**config.mk**
```make
export PLATFORM = sky130hd
export DESIGN_NAME = rri_reset_init
export DESIGN_NICKNAME = d
export VERILOG_FILES = /design/src/rri_pkg.sv /design/src/rri_sync3.sv /design/src/rri_reset_decode.sv /design/src/rri_reset_init.sv
export SDC_FILE = /design/constraint.sdc
export NUM_CORES = 1
export LEC_CHECK = 0
export ABC_AREA = 1
export BUFFER_PORTS_ARGS = -buffer_cell sky130_fd_sc_hd__buf_2
export CAP_MARGIN = 25
export CORE_ASPECT_RATIO = 2
export CORE_MARGIN = 5
export CORE_UTILIZATION = 45
export DETAILED_ROUTE_END_ITERATION = 10
export MAX_ROUTING_LAYER = met4
export PLACE_DENSITY = 0.78
export SYNTH_ARGS = -nofsm -noshare
export SYNTH_HDL_FRONTEND = slang
export SYNTH_HIERARCHICAL = 1
export SYNTH_SLANG_ARGS = --single-unit
```
**constraint.sdc**
```tcl
create_clock -name clock -period 3.3 [get_ports clock]
set_input_delay 0.165 -clock clock [delete_from_list [all_inputs] [get_ports clock]]
set_output_delay 0.165 -clock clock [all_outputs]
set_load 0.03 [all_outputs]
```
**src/rri_pkg.sv**
```systemverilog
package rri_pkg;
    // Register byte addresses
    localparam logic [7:0] ADDR_DMA_CONTROL = 8'h53;
    localparam logic [7:0] ADDR_WAP_LOW = 8'h5C;
    localparam logic [7:0] ADDR_WAP_HIGH = 8'h5D;
    localparam logic [7:0] ADDR_STOP_LOW = 8'h5E;
    localparam logic [7:0] ADDR_STOP_HIGH = 8'h5F;
    localparam logic [7:0] ADDR_HOST_MODE = 8'h20;
    localparam logic [7:0] ADDR_SPECIAL = 8'h21;
    localparam logic [7:0] ADDR_PROTECTED = 8'h22;
    localparam logic [7:0] ADDR_HARD_ONLY = 8'h23;
    localparam logic [7:0] ADDR_RESET_CAUSE = 8'h24;
    localparam logic [7:0] ADDR_FIXED_DISK = 8'h25;
    // Field positions
    localparam int MODE_SECOND_BIT = 0;
    localparam int FDC_RESET_BIT = 2;
    localparam int DMA_AUTO_BIT = 2;
    localparam int SPECIAL_FORCE_BIT = 4;
    localparam int CAUSE_HOST_BUS_BIT = 0;
    localparam int CAUSE_PROGRAM_BIT = 1;
    localparam int CAUSE_CMD_INIT_BIT = 2;
    // Values after reset and after command initialization
    localparam logic [7:0] BYTE_RESET = 8'h00;
    localparam logic [15:0] WORD_RESET = 16'h0000;
    localparam logic [7:0] DMA_AUTO_VALUE = 8'(1 << DMA_AUTO_BIT);
    localparam logic [15:0] WAP_AUTO_VALUE = 16'h0000;
    localparam logic [15:0] STOP_AUTO_VALUE = 16'h01FF;
    // Host command opcodes
    localparam logic [7:0] CMD_DIAGNOSTIC = 8'h90;
    localparam logic [7:0] CMD_AUTO_CONFIG = 8'hA0;
endpackage

```
**src/rri_sync3.sv**
```systemverilog
`timescale 1ns/10ps
`default_nettype none
module rri_sync3
    import rri_pkg::*;
(
    // Clock and reset
    input wire logic clock,
    input wire logic reset_n,
    // Pin side and clean side
    input wire logic async_in,
    output logic sync_out
);
    logic stage1;
    logic stage2;
    logic stage3;

    // Three-stage shift, first stage read only by the second
    always_ff @(posedge clock or negedge reset_n) begin
        if (!reset_n) begin
            stage1 <= 1'b0;
            stage2 <= 1'b0;
            stage3 <= 1'b0;
        end else begin
            stage1 <= async_in;
            stage2 <= stage1;
            stage3 <= stage2;
        end
    end

    // Change accepted once second and third stages agree
    always_ff @(posedge clock or negedge reset_n) begin
        if (!reset_n) begin
            sync_out <= 1'b0;
        end else if (stage2 == stage3) begin
            sync_out <= stage3;
        end
    end
endmodule
`default_nettype wire

```
**src/rri_reset_decode.sv**
```systemverilog
`timescale 1ns/10ps
`default_nettype none
module rri_reset_decode
    import rri_pkg::*;
(
    // Clock and reset
    input wire logic clock,
    input wire logic reset_n,
    // Sources
    input wire logic second_mode,
    input wire logic port1_write,
    input wire logic fdc_reset_bit,
    input wire logic cmd_write,
    input wire logic [7:0] cmd_byte,
    // Decoded strobes
    output logic prog_reset,
    output logic cmd_clear,
    output logic cmd_init
);
    logic fdc_reset_prev;

    // Previous value of the fixed disk reset bit for edge finding
    always_ff @(posedge clock or negedge reset_n) begin
        if (!reset_n) begin
            fdc_reset_prev <= 1'b0;
        end else begin
            fdc_reset_prev <= fdc_reset_bit;
        end
    end

    assign prog_reset = (!second_mode && port1_write) ||
                        (second_mode && fdc_reset_bit && !fdc_reset_prev);
    assign cmd_clear = cmd_write;
    assign cmd_init = cmd_write && second_mode &&
                      ((cmd_byte == CMD_AUTO_CONFIG) ||
                       (cmd_byte == CMD_DIAGNOSTIC));
endmodule
`default_nettype wire

```
**src/rri_reset_init.sv**
```systemverilog
// Local design decision: the strobed register port.
`timescale 1ns/10ps
`default_nettype none
module rri_reset_init
    import rri_pkg::*;
(
    // Clock and local reset pin
    input wire logic clock,
    input wire logic reset_n,
    // Host bus reset pin, active high
    input wire logic host_bus_reset_pin,
    // Host interface events
    input wire logic host_port1_write,
    input wire logic host_fdc_write,
    input wire logic host_cmd_write,
    input wire logic [7:0] host_data,
    input wire logic host_irq_raise,
    // Register port
    input wire logic [7:0] reg_addr,
    input wire logic [7:0] reg_wdata,
    input wire logic reg_write,
    input wire logic reg_read,
    output logic [7:0] reg_rdata,
    // Decoded reset strobes
    output logic host_bus_reset,
    output logic prog_reset_strobe,
    output logic cmd_init_strobe,
    // Register contents
    output logic [7:0] dma_control,
    output logic [15:0] buffer_write_pointer,
    output logic [15:0] host_stop_pointer,
    output logic second_mode,
    output logic host_irq
);
    logic [7:0] fixed_disk_control;
    logic [7:0] special_reg;
    logic [7:0] protected_reg;
    logic [7:0] hard_only_reg;
    logic [2:0] reset_cause;
    logic cmd_clear;
    logic host_reset_any;
    logic [7:0] next_rdata;

    // Host bus reset pin synchronizer
    rri_sync3 u_host_reset_sync (
        .clock(clock),
        .reset_n(reset_n),
        .async_in(host_bus_reset_pin),
        .sync_out(host_bus_reset)
    );

    rri_reset_decode u_decode (
        .clock(clock),
        .reset_n(reset_n),
        .second_mode(second_mode),
        .port1_write(host_port1_write),
        .fdc_reset_bit(fixed_disk_control[FDC_RESET_BIT]),
        .cmd_write(host_cmd_write),
        .cmd_byte(host_data),
        .prog_reset(prog_reset_strobe),
        .cmd_clear(cmd_clear),
        .cmd_init(cmd_init_strobe)
    );

    assign host_reset_any = host_bus_reset || prog_reset_strobe;

    // Host mode select, software owned
    always_ff @(posedge clock or negedge reset_n) begin
        if (!reset_n) begin
            second_mode <= 1'b0;
        end else if (reg_write && reg_addr == ADDR_HOST_MODE) begin
            second_mode <= reg_wdata[MODE_SECOND_BIT];
        end
    end

    // Fixed disk control, written by the second-mode host
    always_ff @(posedge clock or negedge reset_n) begin
        if (!reset_n) begin
            fixed_disk_control <= BYTE_RESET;
        end else if (host_bus_reset) begin
            fixed_disk_control <= BYTE_RESET;
        end else if (host_fdc_write && second_mode) begin
            fixed_disk_control <= host_data;
        end
    end

    // DMA control: resets, command clear and auto value
    always_ff @(posedge clock or negedge reset_n) begin
        if (!reset_n) begin
            dma_control <= BYTE_RESET;
        end else if (host_reset_any) begin
            dma_control <= BYTE_RESET;
        end else if (cmd_init_strobe) begin
            dma_control <= DMA_AUTO_VALUE;
        end else if (cmd_clear) begin
            dma_control <= BYTE_RESET;
        end else if (reg_write && reg_addr == ADDR_DMA_CONTROL) begin
            dma_control <= reg_wdata;
        end
    end

    // Buffer write pointer
    always_ff @(posedge clock or negedge reset_n) begin
        if (!reset_n) begin
            buffer_write_pointer <= WORD_RESET;
        end else if (host_reset_any) begin
            buffer_write_pointer <= WORD_RESET;
        end else if (cmd_init_strobe) begin
            buffer_write_pointer <= WAP_AUTO_VALUE;
        end else if (reg_write && reg_addr == ADDR_WAP_LOW) begin
            buffer_write_pointer[7:0] <= reg_wdata;
        end else if (reg_write && reg_addr == ADDR_WAP_HIGH) begin
            buffer_write_pointer[15:8] <= reg_wdata;
        end
    end

    // Host stop pointer
    always_ff @(posedge clock or negedge reset_n) begin
        if (!reset_n) begin
            host_stop_pointer <= WORD_RESET;
        end else if (host_reset_any) begin
            host_stop_pointer <= WORD_RESET;
        end else if (cmd_init_strobe) begin
            host_stop_pointer <= STOP_AUTO_VALUE;
        end else if (reg_write && reg_addr == ADDR_STOP_LOW) begin
            host_stop_pointer[7:0] <= reg_wdata;
        end else if (reg_write && reg_addr == ADDR_STOP_HIGH) begin
            host_stop_pointer[15:8] <= reg_wdata;
        end
    end

    // Special register with forced bit 4
    always_ff @(posedge clock or negedge reset_n) begin
        if (!reset_n) begin
            special_reg <= BYTE_RESET;
        end else if (host_reset_any) begin
            special_reg <= BYTE_RESET;
            special_reg[SPECIAL_FORCE_BIT] <= 1'b1;
        end else if (reg_write && reg_addr == ADDR_SPECIAL) begin
            special_reg <= reg_wdata;
        end
    end

    // Protected register, local reset only
    always_ff @(posedge clock or negedge reset_n) begin
        if (!reset_n) begin
            protected_reg <= BYTE_RESET;
        end else if (reg_write && reg_addr == ADDR_PROTECTED) begin
            protected_reg <= reg_wdata;
        end
    end

    // Hard-only register, cleared by the two reset pins
    always_ff @(posedge clock or negedge reset_n) begin
        if (!reset_n) begin
            hard_only_reg <= BYTE_RESET;
        end else if (host_bus_reset) begin
            hard_only_reg <= BYTE_RESET;
        end else if (reg_write && reg_addr == ADDR_HARD_ONLY) begin
            hard_only_reg <= reg_wdata;
        end
    end

    // Sticky reset cause, write one to clear, set wins
    always_ff @(posedge clock or negedge reset_n) begin
        if (!reset_n) begin
            reset_cause <= 3'h0;
        end else begin
            if (reg_write && reg_addr == ADDR_RESET_CAUSE) begin
                reset_cause <= reset_cause & ~reg_wdata[2:0] |
                               {cmd_init_strobe, prog_reset_strobe,
                                host_bus_reset};
            end else begin
                reset_cause <= reset_cause |
                               {cmd_init_strobe, prog_reset_strobe,
                                host_bus_reset};
            end
        end
    end

    // Host interrupt indication, raise wins over clear
    always_ff @(posedge clock or negedge reset_n) begin
        if (!reset_n) begin
            host_irq <= 1'b0;
        end else if (host_irq_raise) begin
            host_irq <= 1'b1;
        end else if (host_port1_write || host_bus_reset) begin
            host_irq <= 1'b0;
        end
    end

    // Read multiplexer, unmapped reads zero
    always_comb begin
        next_rdata = BYTE_RESET;
        unique case (reg_addr)
            ADDR_DMA_CONTROL: next_rdata = dma_control;
            ADDR_WAP_LOW: next_rdata = buffer_write_pointer[7:0];
            ADDR_WAP_HIGH: next_rdata = buffer_write_pointer[15:8];
            ADDR_STOP_LOW: next_rdata = host_stop_pointer[7:0];
            ADDR_STOP_HIGH: next_rdata = host_stop_pointer[15:8];
            ADDR_HOST_MODE: next_rdata = {7'h00, second_mode};
            ADDR_SPECIAL: next_rdata = special_reg;
            ADDR_PROTECTED: next_rdata = protected_reg;
            ADDR_HARD_ONLY: next_rdata = hard_only_reg;
            ADDR_RESET_CAUSE: next_rdata = {5'h00, reset_cause};
            ADDR_FIXED_DISK: next_rdata = fixed_disk_control;
            default: next_rdata = BYTE_RESET;
        endcase
    end

    // Read data valid only in the cycle after the strobe
    always_ff @(posedge clock or negedge reset_n) begin
        if (!reset_n) begin
            reg_rdata <= BYTE_RESET;
        end else if (reg_read) begin
            reg_rdata <= next_rdata;
        end else begin
            reg_rdata <= BYTE_RESET;
        end
    end
endmodule
`default_nettype wire

```
======== After elaboration in Yosys (flattened, before gate mapping) ========
Cells that the tools add are included.
storage, ports and cells
  register bits after elaboration ......... 90
  word-level logic and storage cells ...... 96
  input port bits ......................... 33
  memory bits (writable) .................. 0
  bits in read-only memories .............. 0
  bits in latches ......................... 0
  output and inout port bits .............. 53
  memories ................................ 0
cells by class
  equality and inequality tests ........... 16
  add/sub/neg operators ................... 0
  shift operators ......................... 0
  $lt $le $gt $ge ......................... 0
  $mul .................................... 0
  reductions and logical operators ........ 33
  divide/modulo/power cells ............... 0
  mux-type cells .......................... 25
  bitwise logic cells ..................... 4
operators with widths
  kind                                            count
  2-to-1 mux 8 bit                                17
  case mux 8 bit (11 select lines)                1
  2-to-1 mux 16 bit                               4
  == test 8 x 6 -> 1 bit (second input constant)  6
  == test 8 x 7 -> 1 bit (second input constant)  5
  == test 8 bit (second input constant)           2
  logical AND 1 bit                               16
  nonzero test 3 bit                              4
  nonzero test 2 bit                              4
  inequality test 3 bit (second input constant)   2
  OR 3 bit                                        2
  logical OR 1 bit                                4
  AND reduction 2 bit                             2
  nonzero test 4 bit                              1
  AND 3 bit                                       1
  2-to-1 mux 3 bit                                1
  NOT 3 bit                                       1
  zero test 1 bit                                 2
  2-to-1 mux 1 bit                                2
  == test 1 bit                                   1

======== Longest topological paths before layout ========
Gate-level depths: netlist (run 1).
  word-level depth ........................ 6
  depth in mapped cells ................... 12
  mapped depth without buffers ............ 12

======== Cells and area by module ========
The synthesis (run 1) kept the hierarchy.
by module, submodules not included
  module            cells an instance  area each (um^2)  times used  seq. area each (um^2)
  rri_reset_init    521                4277.9            1           2127.0
  rri_sync3         8                  116.4             1           100.1
  rri_reset_decode  20                 106.4             1           25.0

======== Least setup slack after synthesis (run 1) ========
Ideal clock, no wire load.
  path type ............................... register to register
  start point ............................. register second_mode
  end point ............................... register host_stop_pointer[5]
  clock period less this slack ............ 2160 ps
  library setup time ...................... 73 ps
  buffers on the path ..................... 1
  arrival ................................. 2086 ps
  slack ................................... 1140 ps
  cell stages (with the launch flop) ...... 10
  data required time ...................... 3227 ps
  cells stage by stage .................... dfrtp_1 > nand2_1 > o22ai_1 > nor2_4 > nand2_4 > inv_2 > o21ai_4 > buf_6 > nor2_1 > a21oi_2
on the way
  word-level cells in the longest chain between the ends .. 5
  elaborated cells on any way between the ends .. 11
  classes of those cells .................. 2 x mux; 9 x reduce/logical
RTL lines
  what                                                               RTL line                                        source
  from (decl)                                                        rri_reset_init.sv:32                            output logic second_mode,
  from (signal assigned)                                             rri_reset_init.sv:72                            second_mode <= reg_wdata[MODE_SECOND_BIT];
  zero test 1 bit or logical AND 1 bit (tied branches)               rri_reset_decode.sv:31, rri_reset_decode.sv:32
  logical AND 1 bit, on equally long branches                        rri_reset_decode.sv:31, rri_reset_decode.sv:32
  logical OR 1 bit (*)                                               rri_reset_decode.sv:31                          assign prog_reset = (!second_mode && port1_write) ||
  named net prog_reset_strobe                                        rri_reset_init.sv:26                            output logic prog_reset_strobe,
  logical OR 1 bit (*)                                               rri_reset_init.sv:65                            assign host_reset_any = host_bus_reset || prog_reset_strobe;
  nonzero test 3 bit (no line) or 2-to-1 mux 16 bit (tied branches)  --
  to (signal assigned)                                               rri_reset_init.sv:126                           host_stop_pointer[7:0] <= reg_wdata;
  to (decl)                                                          rri_reset_init.sv:31                            output logic [15:0] host_stop_pointer,
Mark *: on every way through the listed nets, which the timed path passes. The rest lies on a longest branch.
A chain may end at the register's enable or synchronous reset.

======== Worst setup path after layout (run 1) ========
  start point ............................. register second_mode
  end point ............................... register host_stop_pointer[1]
on the way
  word-level cells in the longest chain between the ends .. 5
  elaborated cells on any way between the ends .. 11
  classes of those cells .................. 2 x mux; 9 x reduce/logical
RTL lines
  what                                                               RTL line
  zero test 1 bit or logical AND 1 bit (tied branches)               rri_reset_decode.sv:31, rri_reset_decode.sv:32
  logical AND 1 bit, on equally long branches                        rri_reset_decode.sv:31, rri_reset_decode.sv:32
  logical OR 1 bit                                                   rri_reset_decode.sv:31
  logical OR 1 bit                                                   rri_reset_init.sv:65
  nonzero test 3 bit (no line) or 2-to-1 mux 16 bit (tied branches)  --
Parallel ways exist; a longest one is shown, timed or not.

==> impl_metrics.csv, run 1 <==
group,metric,value,unit
floorplan,die_h,151,µm
layout,drive_above_1_share,22.0,%
synthesis,ys.flop_type,"dfrtp_1",
clock_tree,cts_sinks,90,
synthesis,synthCells,549,
timing,slew_headroom,60.8,%
route,post_drt_wl_per_cell,17.7,µm
clock_tree,clk_pin_slew,0.06,ns
floorplan,core,0.00976,mm²
worst_hold_path,min_to,"host_irq",
placement,place.detailed.hpwl,10600,µm
route,post_drt_via_cell_ratio,5.50,
setup_path,reg2reg_depth,8,
setup_path,cp_data_arrival_time,2.36,ns
synthesis,synth.yosys.warnings,6,
worst_hold_path,hold_start,"host_port1_write",
synthesis,synth.most_common_cell,"nand3_1",
power_and_ir_drop,pwr-share-seq,46.9,%
worst_hold_path,min_delay_path_depth,2,
synthesis,synth_top_family_by_area,"simple AND/OR/NAND/NOR gates",
power_and_ir_drop,pwr-share-clk,41.6,%
setup_path,worstPathMaxFanout,15,
floorplan,fp.dieW,80.7,µm
synthesis,netlist_area,0.00450,mm²
power_and_ir_drop,power_leakage,2.74,nW
clock_tree,htreeDepth,3,
timing,period_minus_slack,2.10,ns
route,vias,4243,
floorplan,io_pins,86,
synthesis,ys_seq_area_share,50.0,%
grt,grt_first_pass_wirelength,21600,µm
synthesis,synth_compound_area_share,9.90,%
clock_tree,cts_root_buffer,"clkbuf_16",
grt,grt_max_degree,52,
synthesis,async_flop_share,100,%
power_and_ir_drop,ir_drop,0.000312,V
route,drc_errors,0,
power_and_ir_drop,switching_share,27.3,%
synthesis,synth_area_per_cell,8.20,µm²
synthesis,synthAdderAreaFrac,0,%
synthesis,synth_area_leaders,"dfrtp_1, nand3_1, nand2_1, inv_1, o21ai_0",
synthesis,muxShareOfSynthArea,0,%
synthesis,yosysTopAreaCellShare,50.0,%
timing,fmax,476,MHz
route,dr.pass1.iters,5,
setup_path,crit_required,3.56,ns
clock_tree,clockBufferDepth,2,
synthesis,synth_fp_nets,582,
layout,syn2layout_area_growth,19.1,%
setup_path,start_kind,"flip-flop",
setup_path,regToRegStartpoint,"second_mode",
clock_tree,cts_tree,"built",
timing,hold_violations,0,
synthesis,synthSimpleGateAreaFrac,32.6,%
setup_path,reg2reg_to,"host_stop_pointer[1]",
grt,gr-total-overflow,0,
placement,place_congestion,0.963,
layout,final_core_util,54.9,%
floorplan,die_area,0.0122,mm²
synthesis,yosys_register_bits,90,
route,drtAntennaViolNets,0,
route,wl,13700,µm
power_and_ir_drop,power_frac_comb,11.5,%
power_and_ir_drop,power.density,468,mW/mm²
synthesis,synth_edf_count,0,
power_and_ir_drop,totalPowerFinal,2.51,mW
synthesis,synthXorXnorAreaFrac,0,%
worst_hold_path,hp-class,"in -> reg",
setup_path,crit_type,"reg -> reg",
synthesis,synth.distinct_cells,30,
layout,fin_nets,668,
timing,drv_slew,0,
route,first_iter_violations,382,
outcome,status,"finished clean",
layout,diodes,0,
grt,track_usage,24.5,%
timing,clock_skew,0.00456,ns
timing,finalSetupTns,0,ns
grt,antenna_found_initial,0,
flow_run,max-cap-violations,0,
timing,period_share,63.6,%
layout,largestRegisters,"buffer_write_pointer x16, host_stop_pointer x16",
power_and_ir_drop,power.internal,1.82,mW
clock_tree,worstSkewPairLatency,0.35,ns
setup_path,r2r_slack,1.20,ns
synthesis,synth_top_cell_by_area,"dfrtp_1",
power_and_ir_drop,p_sw,684,µW
floorplan,initial_utilization,46.1,%
timing,rsz0062_at_grt,"no",
setup_path,end_kind,"flip-flop",
synthesis,yosys-top-cells-count,"nand3_1, nand2_1, dfrtp_1, inv_1, nor2_1",
clock_tree,numCtsBuffers,9,
floorplan,rows,51,
timing,final-setup-viol-count,0,
timing,worst_slew_pin_slew,0.586,ns
grt,grt_pass1_vias,4441,
placement,io_buffers,85,
[logic make-up (layout without fill, tap and decap cells)]
| logic type | after synthesis | after routing |
|---|---|---|
| AO/OA/AOI/OAI | 79 | 79 |
| flip-flops | 90 | 90 |
| AND/OR/NAND/NOR | 303 | 303 |
| buffers and inverters | 77 | 168 |
[placed cells by master, fill, tap and decap left out, types with 10 or more instances in the layout]
| cell | count |
|---|---|
| nand3_1 | 115 |
| nand2_1 | 105 |
| dfrtp_1 | 90 |
| buf_2 | 84 |
| inv_1 | 56 |
| nor2_1 | 50 |
| o21ai_0 | 40 |
| a21oi_1 | 12 |
| nor2_4 | 10 |
| o21ai_1 | 10 |
[worst max-delay path, cell delays in order, from the launching register on]
cell	delay, ns
dfrtp_1	0.53
nand3_1	0.15
nor2_2	0.34
inv_1	0.18
nand2_4	0.17
inv_2	0.15
o21ai_4	0.19
nor2_1	0.08
nor3_1	0.20
[how the worst max path moves through the flow]
stage / cells after the start / startpoint / to
3_3_place_gp: 8 / second_mode / dma_control[2]
6_report: 8 / second_mode / host_stop_pointer[1]
4_1_cts: 8 / second_mode / host_stop_pointer[1]
3_5_place_dp: 8 / second_mode / host_stop_pointer[1]
2_1_floorplan: 9 / second_mode / host_stop_pointer[5]
5_1_grt: 8 / second_mode / host_stop_pointer[1]
[per-layer routing]
| layer | track usage (%) | part of all wire [%] |
|---|---|---|
| met1 | 24.3 | 34 |
| met3 | 4.05 | 5.4 |
| met2 | 42.6 | 53 |
| met4 | 17.1 | 7.3 |
| met5 | - | 0 |
[power groups by stage]
stage | clock network (mW) | logic (mW) | registers [mW]
floorplan | 0 | 0.127 | 1.23
global placement | 0 | 0.277 | 1.19
detailed placement | 0 | 0.286 | 1.19
CTS | 1.04 | 0.289 | 1.17
global route | 1.10 | 0.313 | 1.18
finish | 1.04 | 0.288 | 1.18
[metrics by stage]
step	setup WS [ns]	hold WS (ns)	cells	area [µm²]
finish	1.20	0.00490	772	5360
global route	0.996	0.0212	772	5360
CTS	1.26	0.00709	772	5360
detailed placement	1.27	0.174	754	5030
global placement	1.36	0.274	753	5010
floorplan	1.14	-0.131	549	4500
[final cells by class]
cell class | count | area [µm²]
clock buffers | 10 | 239
well taps | 132 | 165
flip-flops and latches | 90 | 2250
clock inverters | 6 | 65.1
multi-input cells | 382 | 1910
inverters | 62 | 233
repair buffers | 90 | 490
fillers | 960 | 4400
[repair_timing]
action,in CTS,in global routing
hold buffers,2,0
resized for setup,0,0
setup buffers,0,0
endpoints found under the hold margin,40,0
No activity file was read; power rests on OpenSTA's default activity.
==> run 2: changes to the inputs <==
--- a/config.mk
+++ b/config.mk
@@ -13,7 +13,7 @@
 export CORE_UTILIZATION = 45
 export DETAILED_ROUTE_END_ITERATION = 10
 export MAX_ROUTING_LAYER = met4
-export PLACE_DENSITY = 0.78
+export PLACE_DENSITY = 0.81
 export SYNTH_ARGS = -nofsm -noshare
 export SYNTH_HDL_FRONTEND = slang
 export SYNTH_HIERARCHICAL = 1
==> constraint.sdc (replaced) <==
create_clock -name clock -period 1.7 [get_ports clock]
set_input_delay 0.085 -clock clock [delete_from_list [all_inputs] [get_ports clock]]
set_output_delay 0.085 -clock clock [all_outputs]
set_load 0.03 [all_outputs]
==> impl_metrics.csv, run 2 (synthesis results as in run 1) <==
group,metric,value,unit
setup_path,crit_required,1.94,ns
timing,final-setup-viol-count,0,
grt,gr-total-overflow,0,
floorplan,fp.dieW,80.7,µm
grt,grt_first_pass_wirelength,22100,µm
power_and_ir_drop,power.internal,3.54,mW
layout,diodes,0,
layout,drive_above_1_share,25.3,%
clock_tree,cts_root_buffer,"clkbuf_16",
route,routed.top_layer,"met4",
setup_path,cp_cell_sequence,"nand2_2 -> o22ai_4 -> nor2_4 -> nand2_4 -> nor2_2 -> nand2_2 -> o21ai_0",
clock_tree,clk_pin_slew,0.06,ns
clock_tree,cts_tree,"built",
power_and_ir_drop,pwr-share-clk,40.1,%
power_and_ir_drop,switching_share,26.9,%
setup_path,path_common_cell,"nand2_2",
power_and_ir_drop,ir_drop,0.000611,V
route,post_drt_via_cell_ratio,5.41,
clock_tree,htreeDepth,3,
power_and_ir_drop,power_leakage,2.86,nW
timing,worst_slew_pin_slew,0.411,ns
timing,holdWs,-0.00184,ns
layout,final_common_cell,"nand3_1",
timing,period_minus_slack,1.61,ns
layout,largestRegisters,"buffer_write_pointer x16, host_stop_pointer x16",
floorplan,io_pins,86,
route,wl,13800,µm
route,drtAntennaViolNets,0,
grt,track_usage,24.8,%
floorplan,initial_utilization,46.1,%
setup_path,crit_type,"reg -> reg",
grt,grt_max_degree,39,
outcome,violations,"hold timing",
setup_path,slowest_delay,0.48,ns
clock_tree,clockBufferDepth,2,
timing,rsz0062_at_grt,"no",
placement,io_buffers,85,
route,met2_length,7670,µm
route,wl_met1,4630,µm
timing,period_share,94.6,%
placement,place.detailed.hpwl,10900,µm
placement,pre_cts_ws,0.102,ns
setup_path,crit_slowest_cell,"dfrtp_2",
floorplan,core,0.00976,mm²
setup_path,worstPathMaxFanout,14,
setup_path,start_kind,"flip-flop",
clock_tree,numCtsBuffers,9,
power_and_ir_drop,pwr-share-seq,47.1,%
floorplan,rows,51,
power_and_ir_drop,p_sw,1.30,mW
timing,clock_skew,0.00639,ns
placement,place_congestion,0.966,
power_and_ir_drop,power.density,865,mW/mm²
timing,setup_ws,0.0916,ns
timing,finalSetupTns,0,ns
layout,fin_nets,697,
timing,fmax,622,MHz
clock_tree,cts_sinks,90,
timing,slew_headroom,72.6,%
flow_run,max-cap-violations,0,
route,drc_errors,0,
power_and_ir_drop,power_frac_comb,12.8,%
timing,drv_slew,0,
route,post_drt_wl_per_cell,17.3,µm
grt,antenna_found_initial,0,
floorplan,die_h,151,µm
setup_path,cp_data_arrival_time,1.85,ns
floorplan,die_area,0.0122,mm²
route,first_iter_violations,305,
layout,layout_common_cells,"nand3_1, nand2_1, dfrtp_1",
setup_path,end_kind,"flip-flop",
layout,syn2layout_area_growth,24.2,%
route,dr_wl_met3,693,µm
outcome,status,"complete, but fails checks",
grt,grt_pass1_vias,4551,
worst_hold_path,hp-class,"in -> reg",
timing,hold_violations,2,
clock_tree,worstSkewPairLatency,0.34,ns
clock_tree,ctsResizeCount,0,
route,dr.pass1.iters,5,
route,vias,4325,
==> run 2: changes by cell type in the layout (fill, tap and decap cells not counted), moves of 2 or more <==
| cell | before | now |
|---|---|---|
| dlygate4sd3_1 | 2 | 5 |
| clkbuf_1 | 0 | 2 |
| buf_4 | 3 | 29 |
| clkinv_2 | 2 | 0 |
==> run 2: worst paths after layout <==
path | start | slack (ns) | depth (start not counted) | end
min reg2reg | u_host_reset_sync/stage1 | 0.35 | 0 | u_host_reset_sync/stage2
max | second_mode | 0.09 | 7 | dma_control[5]
min | host_data[3] | -0.002 | 3 | fixed_disk_control[3]
max in group asynchronous | reset_n | 0.83 | 3 | host_stop_pointer[9]
min in group asynchronous | reset_n | 0.20 | 2 | u_host_reset_sync/stage1
max reg2reg | second_mode | 0.09 | 7 | dma_control[5]
==> run 2: per-stage QoR <==
stage | area (µm²) | utilization (%) | hold WS (ns) | total power [mW] | cells
after floorplan | 4530 | - | -0.211 | 2.64 | 549
after global placement | 5210 | 53.3 | 0.0279 | 2.89 | 774
after detailed placement | 5210 | 53.3 | 0.0399 | 2.91 | 774
after CTS | 5540 | 56.8 | 0.000348 | 4.84 | 794
after global routing | 5590 | 57.2 | 0.0202 | 5.00 | 800
final | 5590 | 57.2 | -0.00184 | 4.84 | 800
==> run 2: final cells by class <==
| type | instances | area, µm² |
|---|---|---|
| well taps | 132 | 165 |
| repair buffers | 119 | 708 |
| fillers | 914 | 4170 |
| clock buffers | 11 | 233 |
| inverters | 62 | 235 |
| clock inverters | 4 | 53.8 |
| flip-flops and latches | 90 | 2250 |
| multi-input cells | 382 | 1940 |
==> run 2: what timing repair did <==
action                                 CTS  global route
setup endpoints to repair                0             2
endpoints found under the hold margin   33             0
setup buffers                            0             6
hold buffers                             5             0
==> run 2: power by group through the flow <==
stage	Combinational (mW)	Clock (mW)	Sequential [mW]
CTS	0.606	1.95	2.28
detailed placement	0.596	0	2.31
floorplan	0.251	0	2.39
finish	0.619	1.94	2.28
global placement	0.580	0	2.31
global route	0.670	2.04	2.28
==> run 2: worst max-delay path, delay by kind of cell (launching register included) <==
| kind | cells | cell delay, ns |
|---|---|---|
| and+or+nand+nor | 5 | 0.65 |
| AOI/OAI and AO/OA | 2 | 0.36 |
| DFF | 1 | 0.48 |
==> run 2: layer usage <==
| metal | vias to the layer above | track usage (%) |
|---|---|---|
| met4 | 0 | 15.4 |
| met1 | 2032 | 23.9 |
| met3 | 63 | 3.75 |
| met2 | 197 | 45.1 |
| met5 | - | - |
| li1 | 2033 | - |
